[config.mk]
export PLATFORM = sky130hd
export DESIGN_NAME = formatter_irq_stack_buffer_regs
export DESIGN_NICKNAME = d
export VERILOG_FILES = /design/src/verilog/fmt_regs_pkg.sv /design/src/verilog/formatter_irq_stack_buffer_regs.sv
export SDC_FILE = /design/constraint.sdc
export NUM_CORES = 1
export LEC_CHECK = 0
export ABC_AREA = 1
export BUFFER_PORTS_ARGS = -buffer_cell sky130_fd_sc_hd__buf_2
export CAP_MARGIN = 15
export CORE_MARGIN = 3
export CORE_UTILIZATION = 55
export DETAILED_ROUTE_END_ITERATION = 8
export GPL_TIMING_DRIVEN = 0
export PLACE_DENSITY = 0.79
export RECOVER_POWER = 25
export SLEW_MARGIN = 20
export SYNTH_ARGS = -nofsm -noshare
export SYNTH_HDL_FRONTEND = slang
export SYNTH_SLANG_ARGS = --single-unit
[constraint.sdc]
create_clock -name clk -period 2.3 [get_ports clk]
set_input_delay 0 -clock clk [delete_from_list [all_inputs] [get_ports clk]]
set_output_delay 0 -clock clk [all_outputs]
set_load 0.03 [all_outputs]
[src/verilog/fmt_regs_pkg.sv]
// Package with register offsets, field positions and reset values of the formatter register bank.
// Summary of operation
// - Enable bit 0 routes index-seen flag to interrupt.
// - Enable bit 1 routes sector-seen flag to interrupt.
// - Enable bit 2 routes input-edge flag to interrupt.
// - Enable bit 3 routes sequencer-halted flag to interrupt.
// - Enable bit 4 routes ECC error flag to interrupt.
// - Enable bit 5 routes transfer-status-edge flag to interrupt.
// - Enable bit 6 routes sequencer-output-edge flag; bit 7 reserved.
// - Chip reset clears whole interrupt enable register.
// - Stack read returns newest pushed byte.
// - Eight-byte ring; each read steps pointer back.
// - Reads never remove data; eight reads wrap.
// - Overflow overwrites oldest; newest eight read newest-first.
// - Address 7FH: read stack, write clock/sync control.
// - Control bits 2..0 pick top N sync bits.
// - Control bit 5 stops buffer clock; test only.
// - Control bits 7..6 pace buffer accesses 4/2/1.
// - Window decode bridges buffer bus, drives strobes; address copies pointer every cycle.
// - Window read captures buffer data into shadow latch.
// - Shadow latch clears on reset or formatter reset.
// - Masked sync match sets flag, gates ECC data.
// - Status read clears all flags except bit 7.
package fmt_regs_pkg;

    localparam logic [7:0] ADDR_READ_CAPTURE  = 8'h4D;
    localparam logic [7:0] ADDR_BUFFER_WINDOW = 8'h70;
    localparam logic [7:0] ADDR_IRQ_STATUS    = 8'h7D;
    localparam logic [7:0] ADDR_IRQ_ENABLE    = 8'h7E;
    localparam logic [7:0] ADDR_STACK_CONTROL = 8'h7F;

    localparam int STACK_DEPTH = 8;
    localparam int FLAG_COUNT  = 7;

    localparam logic [7:0] IRQ_ENABLE_RESET   = 8'h00;
    localparam logic [7:0] IRQ_ENABLE_MASK    = 8'h7F;
    localparam logic [7:0] CLOCK_SYNC_RESET   = 8'h00;
    localparam logic [7:0] READ_CAPTURE_RESET = 8'h00;
    localparam logic [6:0] STATUS_RESET       = 7'h00;

    localparam int SYNC_WIDTH_LSB = 0;
    localparam int BCLK_STOP_BIT  = 5;
    localparam int PACE_LSB       = 6;
    localparam int STATUS_HOST_BIT = 7;

    localparam logic [1:0] PACE_DIV4     = 2'h0;
    localparam logic [1:0] PACE_DIV2     = 2'h1;
    localparam logic [1:0] PACE_DIV1     = 2'h2;
    localparam logic [1:0] PACE_RESERVED = 2'h3;

endpackage

[src/verilog/formatter_irq_stack_buffer_regs.sv]
// Formatter interrupt enable, capture stack, clock/sync control and buffer access window.
`timescale 1ns/100ps
module formatter_irq_stack_buffer_regs #(
    parameter int DATA_W = 8,
    parameter int ADDR_W = 16
) (
    input  wire logic              clk,
    input  wire logic              rstn,
    input  wire logic              ale,
    input  wire logic              rd_n,
    input  wire logic              wr_n,
    input  wire logic [DATA_W-1:0] ad_in,
    output logic      [DATA_W-1:0] ad_out,
    output logic                   ad_oe,
    output logic                   irq_n,
    input  wire logic              formatter_reset,
    input  wire logic              index_seen_flag_set,
    input  wire logic              sector_seen_flag_set,
    input  wire logic              input_edge_set,
    input  wire logic              seq_halted_set,
    input  wire logic              ecc_error_set,
    input  wire logic              xfer_edge_set,
    input  wire logic              seq_output_edge_set,
    input  wire logic              host_activity,
    input  wire logic              stack_push,
    input  wire logic [DATA_W-1:0] stack_data,
    input  wire logic [DATA_W-1:0] sync_pattern,
    input  wire logic [DATA_W-1:0] deser_byte,
    input  wire logic              deser_valid,
    input  wire logic              read_gate,
    output logic                   sync_detected,
    output logic                   ecc_gate,
    output logic      [DATA_W-1:0] sync_mask,
    output logic                   buffer_clk_en,
    output logic                   buf_access_slot,
    input  wire logic [ADDR_W-1:0] buf_addr_ptr,
    input  wire logic              mem_oe_suppress,
    output logic      [ADDR_W-1:0] buf_addr,
    input  wire logic [DATA_W-1:0] buf_data_in,
    output logic      [DATA_W-1:0] buf_data_out,
    output logic                   buf_data_oe,
    output logic                   mem_output_enable_n,
    output logic                   mem_we_n,
    output logic [6:0]             status_flags
);

    localparam int PTR_W = $clog2(fmt_regs_pkg::STACK_DEPTH);

    // Bus pins come from the microcontroller's timing, so all pass two flip-flops; rd_n and wr_n pass a third for edge detection.
    logic [1:0]        ale_sync_ff;
    logic [2:0]        rd_sync_ff;
    logic [2:0]        wr_sync_ff;
    logic [DATA_W-1:0] ad_meta_ff;
    logic [DATA_W-1:0] ad_sync_ff;

    always_ff @(posedge clk or negedge rstn) begin
        if (!rstn) begin
            ale_sync_ff <= 2'h0;
            rd_sync_ff  <= 3'h7;
            wr_sync_ff  <= 3'h7;
            ad_meta_ff  <= '0;
            ad_sync_ff  <= '0;
        end else begin
            ale_sync_ff <= {ale_sync_ff[0], ale};
            rd_sync_ff  <= {rd_sync_ff[1:0], rd_n};
            wr_sync_ff  <= {wr_sync_ff[1:0], wr_n};
            ad_meta_ff  <= ad_in;
            ad_sync_ff  <= ad_meta_ff;
        end
    end

    logic rd_low;
    logic rd_start;
    logic rd_end;
    logic wr_low;
    logic wr_end;
    assign rd_low   = ~rd_sync_ff[1];
    assign rd_start = rd_sync_ff[2] & ~rd_sync_ff[1];
    assign rd_end   = ~rd_sync_ff[2] & rd_sync_ff[1];
    assign wr_low   = ~wr_sync_ff[1];
    assign wr_end   = ~wr_sync_ff[2] & wr_sync_ff[1];

    // Register state.
    logic [7:0]        addr_ff;
    logic [7:0]        nxt_addr;
    logic [DATA_W-1:0] wdata_ff;
    logic [DATA_W-1:0] nxt_wdata;
    logic [DATA_W-1:0] rdata_ff;
    logic [DATA_W-1:0] nxt_rdata;
    logic              mapped_ff;
    logic              nxt_mapped;
    logic [7:0]        enable_ff;
    logic [7:0]        nxt_enable;
    logic [7:0]        control_ff;
    logic [7:0]        nxt_control;
    logic [6:0]        status_ff;
    logic [6:0]        nxt_status;
    logic [DATA_W-1:0] capture_ff;
    logic [DATA_W-1:0] nxt_capture;
    logic [PTR_W-1:0]  ptr_ff;
    logic [PTR_W-1:0]  nxt_ptr;
    logic [DATA_W-1:0] stack_mem [fmt_regs_pkg::STACK_DEPTH];

    logic [6:0] flag_set;
    logic       hit_window;
    logic       hit_status;
    logic       hit_stack;
    assign flag_set   = {seq_output_edge_set, xfer_edge_set, ecc_error_set, seq_halted_set,
                         input_edge_set, sector_seen_flag_set, index_seen_flag_set};
    assign hit_window = (addr_ff == fmt_regs_pkg::ADDR_BUFFER_WINDOW);
    assign hit_status = (addr_ff == fmt_regs_pkg::ADDR_IRQ_STATUS);
    assign hit_stack  = (addr_ff == fmt_regs_pkg::ADDR_STACK_CONTROL);

    localparam logic [6:0] STATUS_CLEAR_VALUE = fmt_regs_pkg::STATUS_RESET;

    always_comb begin
        nxt_addr    = ale_sync_ff[1] ? ad_sync_ff[7:0] : addr_ff;
        nxt_wdata   = wr_low ? ad_sync_ff : wdata_ff;
        nxt_rdata   = rdata_ff;
        nxt_mapped  = mapped_ff & rd_low;
        nxt_enable  = enable_ff;
        nxt_control = control_ff;
        nxt_status  = status_ff;
        nxt_capture = capture_ff;
        nxt_ptr     = ptr_ff;
        if (rd_start) begin
            nxt_mapped = 1'b1;
            unique case (addr_ff)
                fmt_regs_pkg::ADDR_READ_CAPTURE:  nxt_rdata = capture_ff;
                fmt_regs_pkg::ADDR_BUFFER_WINDOW: nxt_rdata = buf_data_in;
                fmt_regs_pkg::ADDR_IRQ_STATUS:    nxt_rdata = {host_activity, status_ff};
                fmt_regs_pkg::ADDR_IRQ_ENABLE:    nxt_rdata = enable_ff;
                fmt_regs_pkg::ADDR_STACK_CONTROL: nxt_rdata = stack_mem[ptr_ff];
                default: begin
                    nxt_rdata  = '0;
                    nxt_mapped = 1'b0;
                end
            endcase
            if (hit_status) begin
                nxt_status = STATUS_CLEAR_VALUE;
            end
            if (hit_stack) begin
                nxt_ptr = ptr_ff - 1'b1;
            end
        end else if (rd_low && hit_window) begin
            nxt_rdata = buf_data_in;
        end
        if (rd_end && hit_window) begin
            nxt_capture = buf_data_in;
        end
        if (formatter_reset) begin
            nxt_capture = fmt_regs_pkg::READ_CAPTURE_RESET;
            nxt_status  = fmt_regs_pkg::STATUS_RESET;
        end
        // A flag raised in the clearing cycle survives the read.
        nxt_status = nxt_status | flag_set;
        if (wr_end) begin
            if (addr_ff == fmt_regs_pkg::ADDR_IRQ_ENABLE) begin
                nxt_enable = wdata_ff & fmt_regs_pkg::IRQ_ENABLE_MASK;
            end
            if (hit_stack) begin
                nxt_control = wdata_ff;
            end
        end
        // A push always re-aims the pointer at the newest byte.
        if (stack_push) begin
            nxt_ptr = ptr_ff + 1'b1;
        end
    end

    always_ff @(posedge clk or negedge rstn) begin
        if (!rstn) begin
            addr_ff    <= 8'h00;
            wdata_ff   <= '0;
            rdata_ff   <= '0;
            mapped_ff  <= 1'b0;
            enable_ff  <= fmt_regs_pkg::IRQ_ENABLE_RESET;
            control_ff <= fmt_regs_pkg::CLOCK_SYNC_RESET;
            status_ff  <= fmt_regs_pkg::STATUS_RESET;
            capture_ff <= fmt_regs_pkg::READ_CAPTURE_RESET;
            ptr_ff     <= '0;
        end else begin
            addr_ff    <= nxt_addr;
            wdata_ff   <= nxt_wdata;
            rdata_ff   <= nxt_rdata;
            mapped_ff  <= nxt_mapped;
            enable_ff  <= nxt_enable;
            control_ff <= nxt_control;
            status_ff  <= nxt_status;
            capture_ff <= nxt_capture;
            ptr_ff     <= nxt_ptr;
        end
    end

    // The ring is plain storage; stale contents after reset are harmless.
    always_ff @(posedge clk) begin
        if (stack_push) begin
            stack_mem[ptr_ff + 1'b1] <= stack_data;
        end
    end

    assign ad_out       = rdata_ff;
    assign ad_oe        = mapped_ff & rd_low;
    assign status_flags = status_ff;

    // Interrupt is a pure function of flags and enables, so it drops as soon as either clears.
    logic [6:0] irq_terms;
    genvar g;
    generate
        for (g = 0; g < fmt_regs_pkg::FLAG_COUNT; g++) begin : g_irq
            assign irq_terms[g] = status_ff[g] & enable_ff[g];
        end
    endgenerate
    assign irq_n = ~|irq_terms;

    // Sync comparison keeps the top N bits, N given by the width field plus one.
    logic [2:0]        sync_width;
    logic [DATA_W-1:0] mask_value;
    assign sync_width = control_ff[fmt_regs_pkg::SYNC_WIDTH_LSB +: 3];
    assign mask_value = {DATA_W{1'b1}} << (3'h7 - sync_width);
    assign sync_mask  = mask_value;

    logic sync_ff;
    logic nxt_sync;
    logic gate_prev_ff;

    always_comb begin
        nxt_sync = sync_ff;
        if (!read_gate) begin
            nxt_sync = 1'b0;
        end else if (deser_valid && ((deser_byte ^ sync_pattern) & mask_value) == '0) begin
            nxt_sync = 1'b1;
        end
    end

    always_ff @(posedge clk or negedge rstn) begin
        if (!rstn) begin
            sync_ff      <= 1'b0;
            gate_prev_ff <= 1'b0;
        end else begin
            sync_ff      <= nxt_sync;
            gate_prev_ff <= read_gate;
        end
    end

    assign sync_detected = sync_ff;
    assign ecc_gate      = sync_ff & gate_prev_ff;

    // Access pacing divider; the stop bit freezes it along with the buffer clock.
    logic       bclk_stop;
    logic [1:0] pace_sel;
    logic [1:0] pace_cnt_ff;
    logic [1:0] nxt_pace_cnt;
    logic       slot;
    assign bclk_stop     = control_ff[fmt_regs_pkg::BCLK_STOP_BIT];
    assign pace_sel      = control_ff[fmt_regs_pkg::PACE_LSB +: 2];
    assign buffer_clk_en = ~bclk_stop;

    always_comb begin
        unique case (pace_sel)
            fmt_regs_pkg::PACE_DIV1: slot = 1'b1;
            fmt_regs_pkg::PACE_DIV2: slot = pace_cnt_ff[0];
            fmt_regs_pkg::PACE_DIV4: slot = &pace_cnt_ff;
            fmt_regs_pkg::PACE_RESERVED: slot = &pace_cnt_ff;
        endcase
        nxt_pace_cnt = bclk_stop ? pace_cnt_ff : pace_cnt_ff + 2'h1;
    end

    always_ff @(posedge clk or negedge rstn) begin
        if (!rstn) begin
            pace_cnt_ff <= 2'h0;
        end else begin
            pace_cnt_ff <= nxt_pace_cnt;
        end
    end

    assign buf_access_slot = slot & ~bclk_stop;

    // Buffer window strobes are registered so the memory sees clean edges.
    logic [ADDR_W-1:0] baddr_ff;
    logic [DATA_W-1:0] bdata_ff;
    logic              boe_ff;
    logic              moe_n_ff;
    logic              mwe_n_ff;
    logic              nxt_moe_n;
    logic              nxt_mwe_n;
    logic              nxt_boe;

    always_comb begin
        nxt_moe_n = ~(rd_low & hit_window & ~mem_oe_suppress);
        nxt_mwe_n = ~(wr_low & hit_window);
        nxt_boe   = wr_low & hit_window;
    end

    always_ff @(posedge clk or negedge rstn) begin
        if (!rstn) begin
            baddr_ff <= '0;
            bdata_ff <= '0;
            boe_ff   <= 1'b0;
            moe_n_ff <= 1'b1;
            mwe_n_ff <= 1'b1;
        end else begin
            baddr_ff <= buf_addr_ptr;
            bdata_ff <= ad_sync_ff;
            boe_ff   <= nxt_boe;
            moe_n_ff <= nxt_moe_n;
            mwe_n_ff <= nxt_mwe_n;
        end
    end

    assign buf_addr            = baddr_ff;
    assign buf_data_out        = bdata_ff;
    assign buf_data_oe         = boe_ff;
    assign mem_output_enable_n = moe_n_ff;
    assign mem_we_n            = mwe_n_ff;

endmodule

==> flow_summary.json <==
{
  "status": "complete, no violations",
  "path_clk_slew_ns": 0.07,
  "cp.required_ns": 2.61,
  "path_class": "flip-flop to flip-flop",
  "numCtsBuffers": 17,
  "leakagePower_nw": 4.58,
  "cts-root-buf": "clkbuf_16",
  "dp.cells": 1036,
  "track_usage": 0.247,
  "multi_input_area_um2": 2040,
  "num_rows": 41,
  "seq_area_frac_synth": 0.654,
  "drt_iter0_markers": 515,
  "setup_tns_ns": 0,
  "final_common_cell": "nand2_1",
  "wirelength_um": 17300,
  "cp-end-kind": "flip-flop",
  "wire_per_inst_um": 15.1,
  "drcViolationCount": 0,
  "grt_max_degree": 61,
  "cts.sinks": 175,
  "syn_to_final_growth_pct": 32.5,
  "synth_fp_nets": 814,
  "seq_area_um2": 4710,
  "rsz0062_at_grt": "no",
  "power.density_nw_per_um2": 924,
  "die_width_um": 120,
  "synthDistinctLibCells": 32,
  "ant_nets": 0,
  "firstDrtPassIters": 5,
  "yosys.area_share.simple": 0.217,
  "finalNonFillerCells": 1143,
  "fin_nets": 1037,
  "fp.dieH_um": 120,
  "cp_max_fo": 9,
  "synth-seq-cells": 175,
  "ir_worst_vdd_v": 0.000751,
  "final_area_um2": 9530,
  "period_share": 0.957,
  "antenna_cells": 0,
  "max_freq_mhz": 454,
  "fin_worst_skew_ns": 0.00542,
  "grtUsageMet3": 0.0566,
  "initial_core_util": 0.566,
  "fill_cells": 859,
  "synthAdderAreaFrac": 0.00869,
  "avgSynthCellArea_um2": 9.79,
  "crit_arrival_ns": 2.51,
  "synth_compound_area_frac": 0.0388,
  "cts_tree": "done",
  "finalPower_w": 0.00881,
  "drv_slew": 0,
  "clk_path_buf_depth": 2,
  "synthCells": 735,
  "die_area_um2": 14500,
  "h-tree-depth": 4,
  "slew_headroom": 0.114,
  "netlist_area_um2": 7200,
  "period_needed_ns": 2.20,
  "hold_viol_final": 0,
  "grt_pass1_vias": 5720,
  "cap_violations": 0,
  "dp_slack_ns": -0.488,
  "antenna_found_initial": 0,
  "grt-ovfl-total": 0,
  "gp_congestion": 0.847,
  "placed_cell_area_um2": 8090,
  "synth-xor-area-share": 0.00852,
  "synth_mux_area_frac": 0,
  "grt_pass1_wl_um": 27500,
  "tightest_slew_ns": 1.33,
  "yosys_warnings": 0,
  "hold_class": "primary input to flip-flop",
  "worst_slack_ns": 0.0981,
  "gr-max-usage-layer": "met2",
  "use_met1": 0.305,
  "core_um2": 12700,
  "numPortBuffers": 128,
  "synth_top_family_by_area": "simple AND/OR/NAND/NOR gates",
  "io_pins": 130,
  "setup_violations": 0,
  "start_kind": "flip-flop",
  "layout_common_cells": "227 x nand2_1, 132 x buf_2, 103 x dfrtp_1",
  "grt_util_met2": 0.417,
  "via_per_inst": 5.05,
  "dr_total_vias": 5775,
  "dp_hpwl_um": 10800,
  "clk_latency_ns": 0.42,
  "drive_gt1_frac": 0.213
}
## cell families (layout without fill, tap and decap cells)
kind of cell / Yosys count / in the layout
other cells: 1 / 1
simple gates: 369 / 369
compound gates: 48 / 48
buf+inv: 130 / 366
fa+ha+maj: 5 / 5
xor+xnor: 7 / 7
flops: 175 / 175
## state kept, by name, indices dropped and copies added, names as in the netlist, 8 cells and up
register / flops
stack_mem: 64
buf_addr: 16
ad_meta_ff: 8
ad_out: 8
ad_sync_ff: 8
addr_ff: 8
buf_data_out: 8
capture_ff: 8
wdata_ff: 8
## routing by layer
metal	share of wire	wire length, um
met5	0	0
met2	0.51	8850
met3	0.068	1180
met4	0.021	359
met1	0.40	6910
## worst paths after layout
check                      slack (ns)  cells after the start               startpoint                   endpoint
setup / recovery                  0.1                      6  rd_sync_ff[2]$_DFF_PN1_  status_flags[6]$_DFF_PN0_
hold / removal                   0.08                      7            host_activity      ad_out[7]$_DFFE_PN0P_
setup reg to reg                  0.1                      6  rd_sync_ff[2]$_DFF_PN1_  status_flags[6]$_DFF_PN0_
hold reg to reg                  0.34                      0  ad_meta_ff[2]$_DFF_PN0_    ad_sync_ff[2]$_DFF_PN0_
max in group asynchronous        0.96                      3                     rstn         mem_we_n$_DFF_PN1_
min in group asynchronous        0.41                      2                     rstn  capture_ff[1]$_DFFE_PN0P_
## worst max-delay path, cell delays in order (launching register included)
cell	delay [ns]
dfstp_2	0.52
inv_1	0.08
nor2_1	0.14
clkinv_1	0.31
nor2_2	0.37
o21bai_1	0.10
dlygate4sd3_1	0.57
## where the power goes
group / internal [W] / leakage [nW] / switching [W] / total [W]
clock: 0.00171 / 0.273 / 0.00119 / 0.00290
sequential: 0.00362 / 1.94 / 0.000124 / 0.00375
combinational: 0.000718 / 2.36 / 0.00145 / 0.00217
total: 0.00605 / 4.58 / 0.00276 / 0.00881
## metrics by stage
stage / hold WS, ns / utilization
after detailed placement: -0.0272 / 0.636
after CTS: 0.0523 / 0.743
after global placement: 0.106 / 0.633
after floorplan: -0.296 / -
final: 0.0807 / 0.749
after global routing: 0.0947 / 0.749
## synthesized netlist by cell type
| master | count | area share |
|---|---|---|
| and2_1 | 2 | 0.0017 |
| conb_1 | 1 | 0.00052 |
| xnor2_1 | 2 | 0.0024 |
| or2_2 | 4 | 0.0035 |
| nand2_2 | 1 | 0.00087 |
| clkbuf_1 | 5 | 0.0026 |
| inv_1 | 101 | 0.053 |
| o21a_1 | 3 | 0.0031 |
| ha_1 | 5 | 0.0087 |
| o21ai_0 | 29 | 0.020 |
| edfxtp_1 | 64 | 0.27 |
| nor3_4 | 1 | 0.0023 |
| dfstp_2 | 8 | 0.029 |
| inv_2 | 2 | 0.0010 |
| buf_4 | 6 | 0.0063 |
| o211ai_1 | 1 | 0.0010 |
| buf_1 | 2 | 0.0010 |
| a21oi_1 | 5 | 0.0035 |
| nand3_1 | 87 | 0.060 |
| a22o_1 | 3 | 0.0037 |
| nor3_1 | 1 | 0.00069 |
| nand2_1 | 227 | 0.12 |
| buf_2 | 10 | 0.0070 |
| xor2_1 | 5 | 0.0061 |
| nor2_4 | 2 | 0.0031 |
| clkinv_1 | 4 | 0.0021 |
| nand3b_2 | 1 | 0.0016 |
| dfrtp_1 | 103 | 0.36 |
| nand4_1 | 1 | 0.00087 |
| o21bai_1 | 7 | 0.0073 |
| nor2_1 | 41 | 0.021 |
| nand4_2 | 1 | 0.0017 |
## cell type report
class                           count  area share
Timing Repair Buffer              204       0.151
Inverter                          107      0.0428
Clock buffer                       19      0.0454
Buffer                             23      0.0130
Multi-Input combinational cell    430       0.214
Tap cell                          172      0.0226
Sequential cell                   175       0.494
Clock inverter                     13      0.0175
## timing repair
| action | CTS | global route |
|---|---|---|
| endpoints found under the setup margin | 64 | 77 |
| endpoints found under the hold margin | 227 | 0 |
| cloned | 0 | 0 |
| pin swaps | 0 | 4 |
| resized for setup | 17 | 6 |
| hold buffers | 70 | 0 |
| buffers inserted | 0 | 5 |
Power figures use the tool's default switching activity.
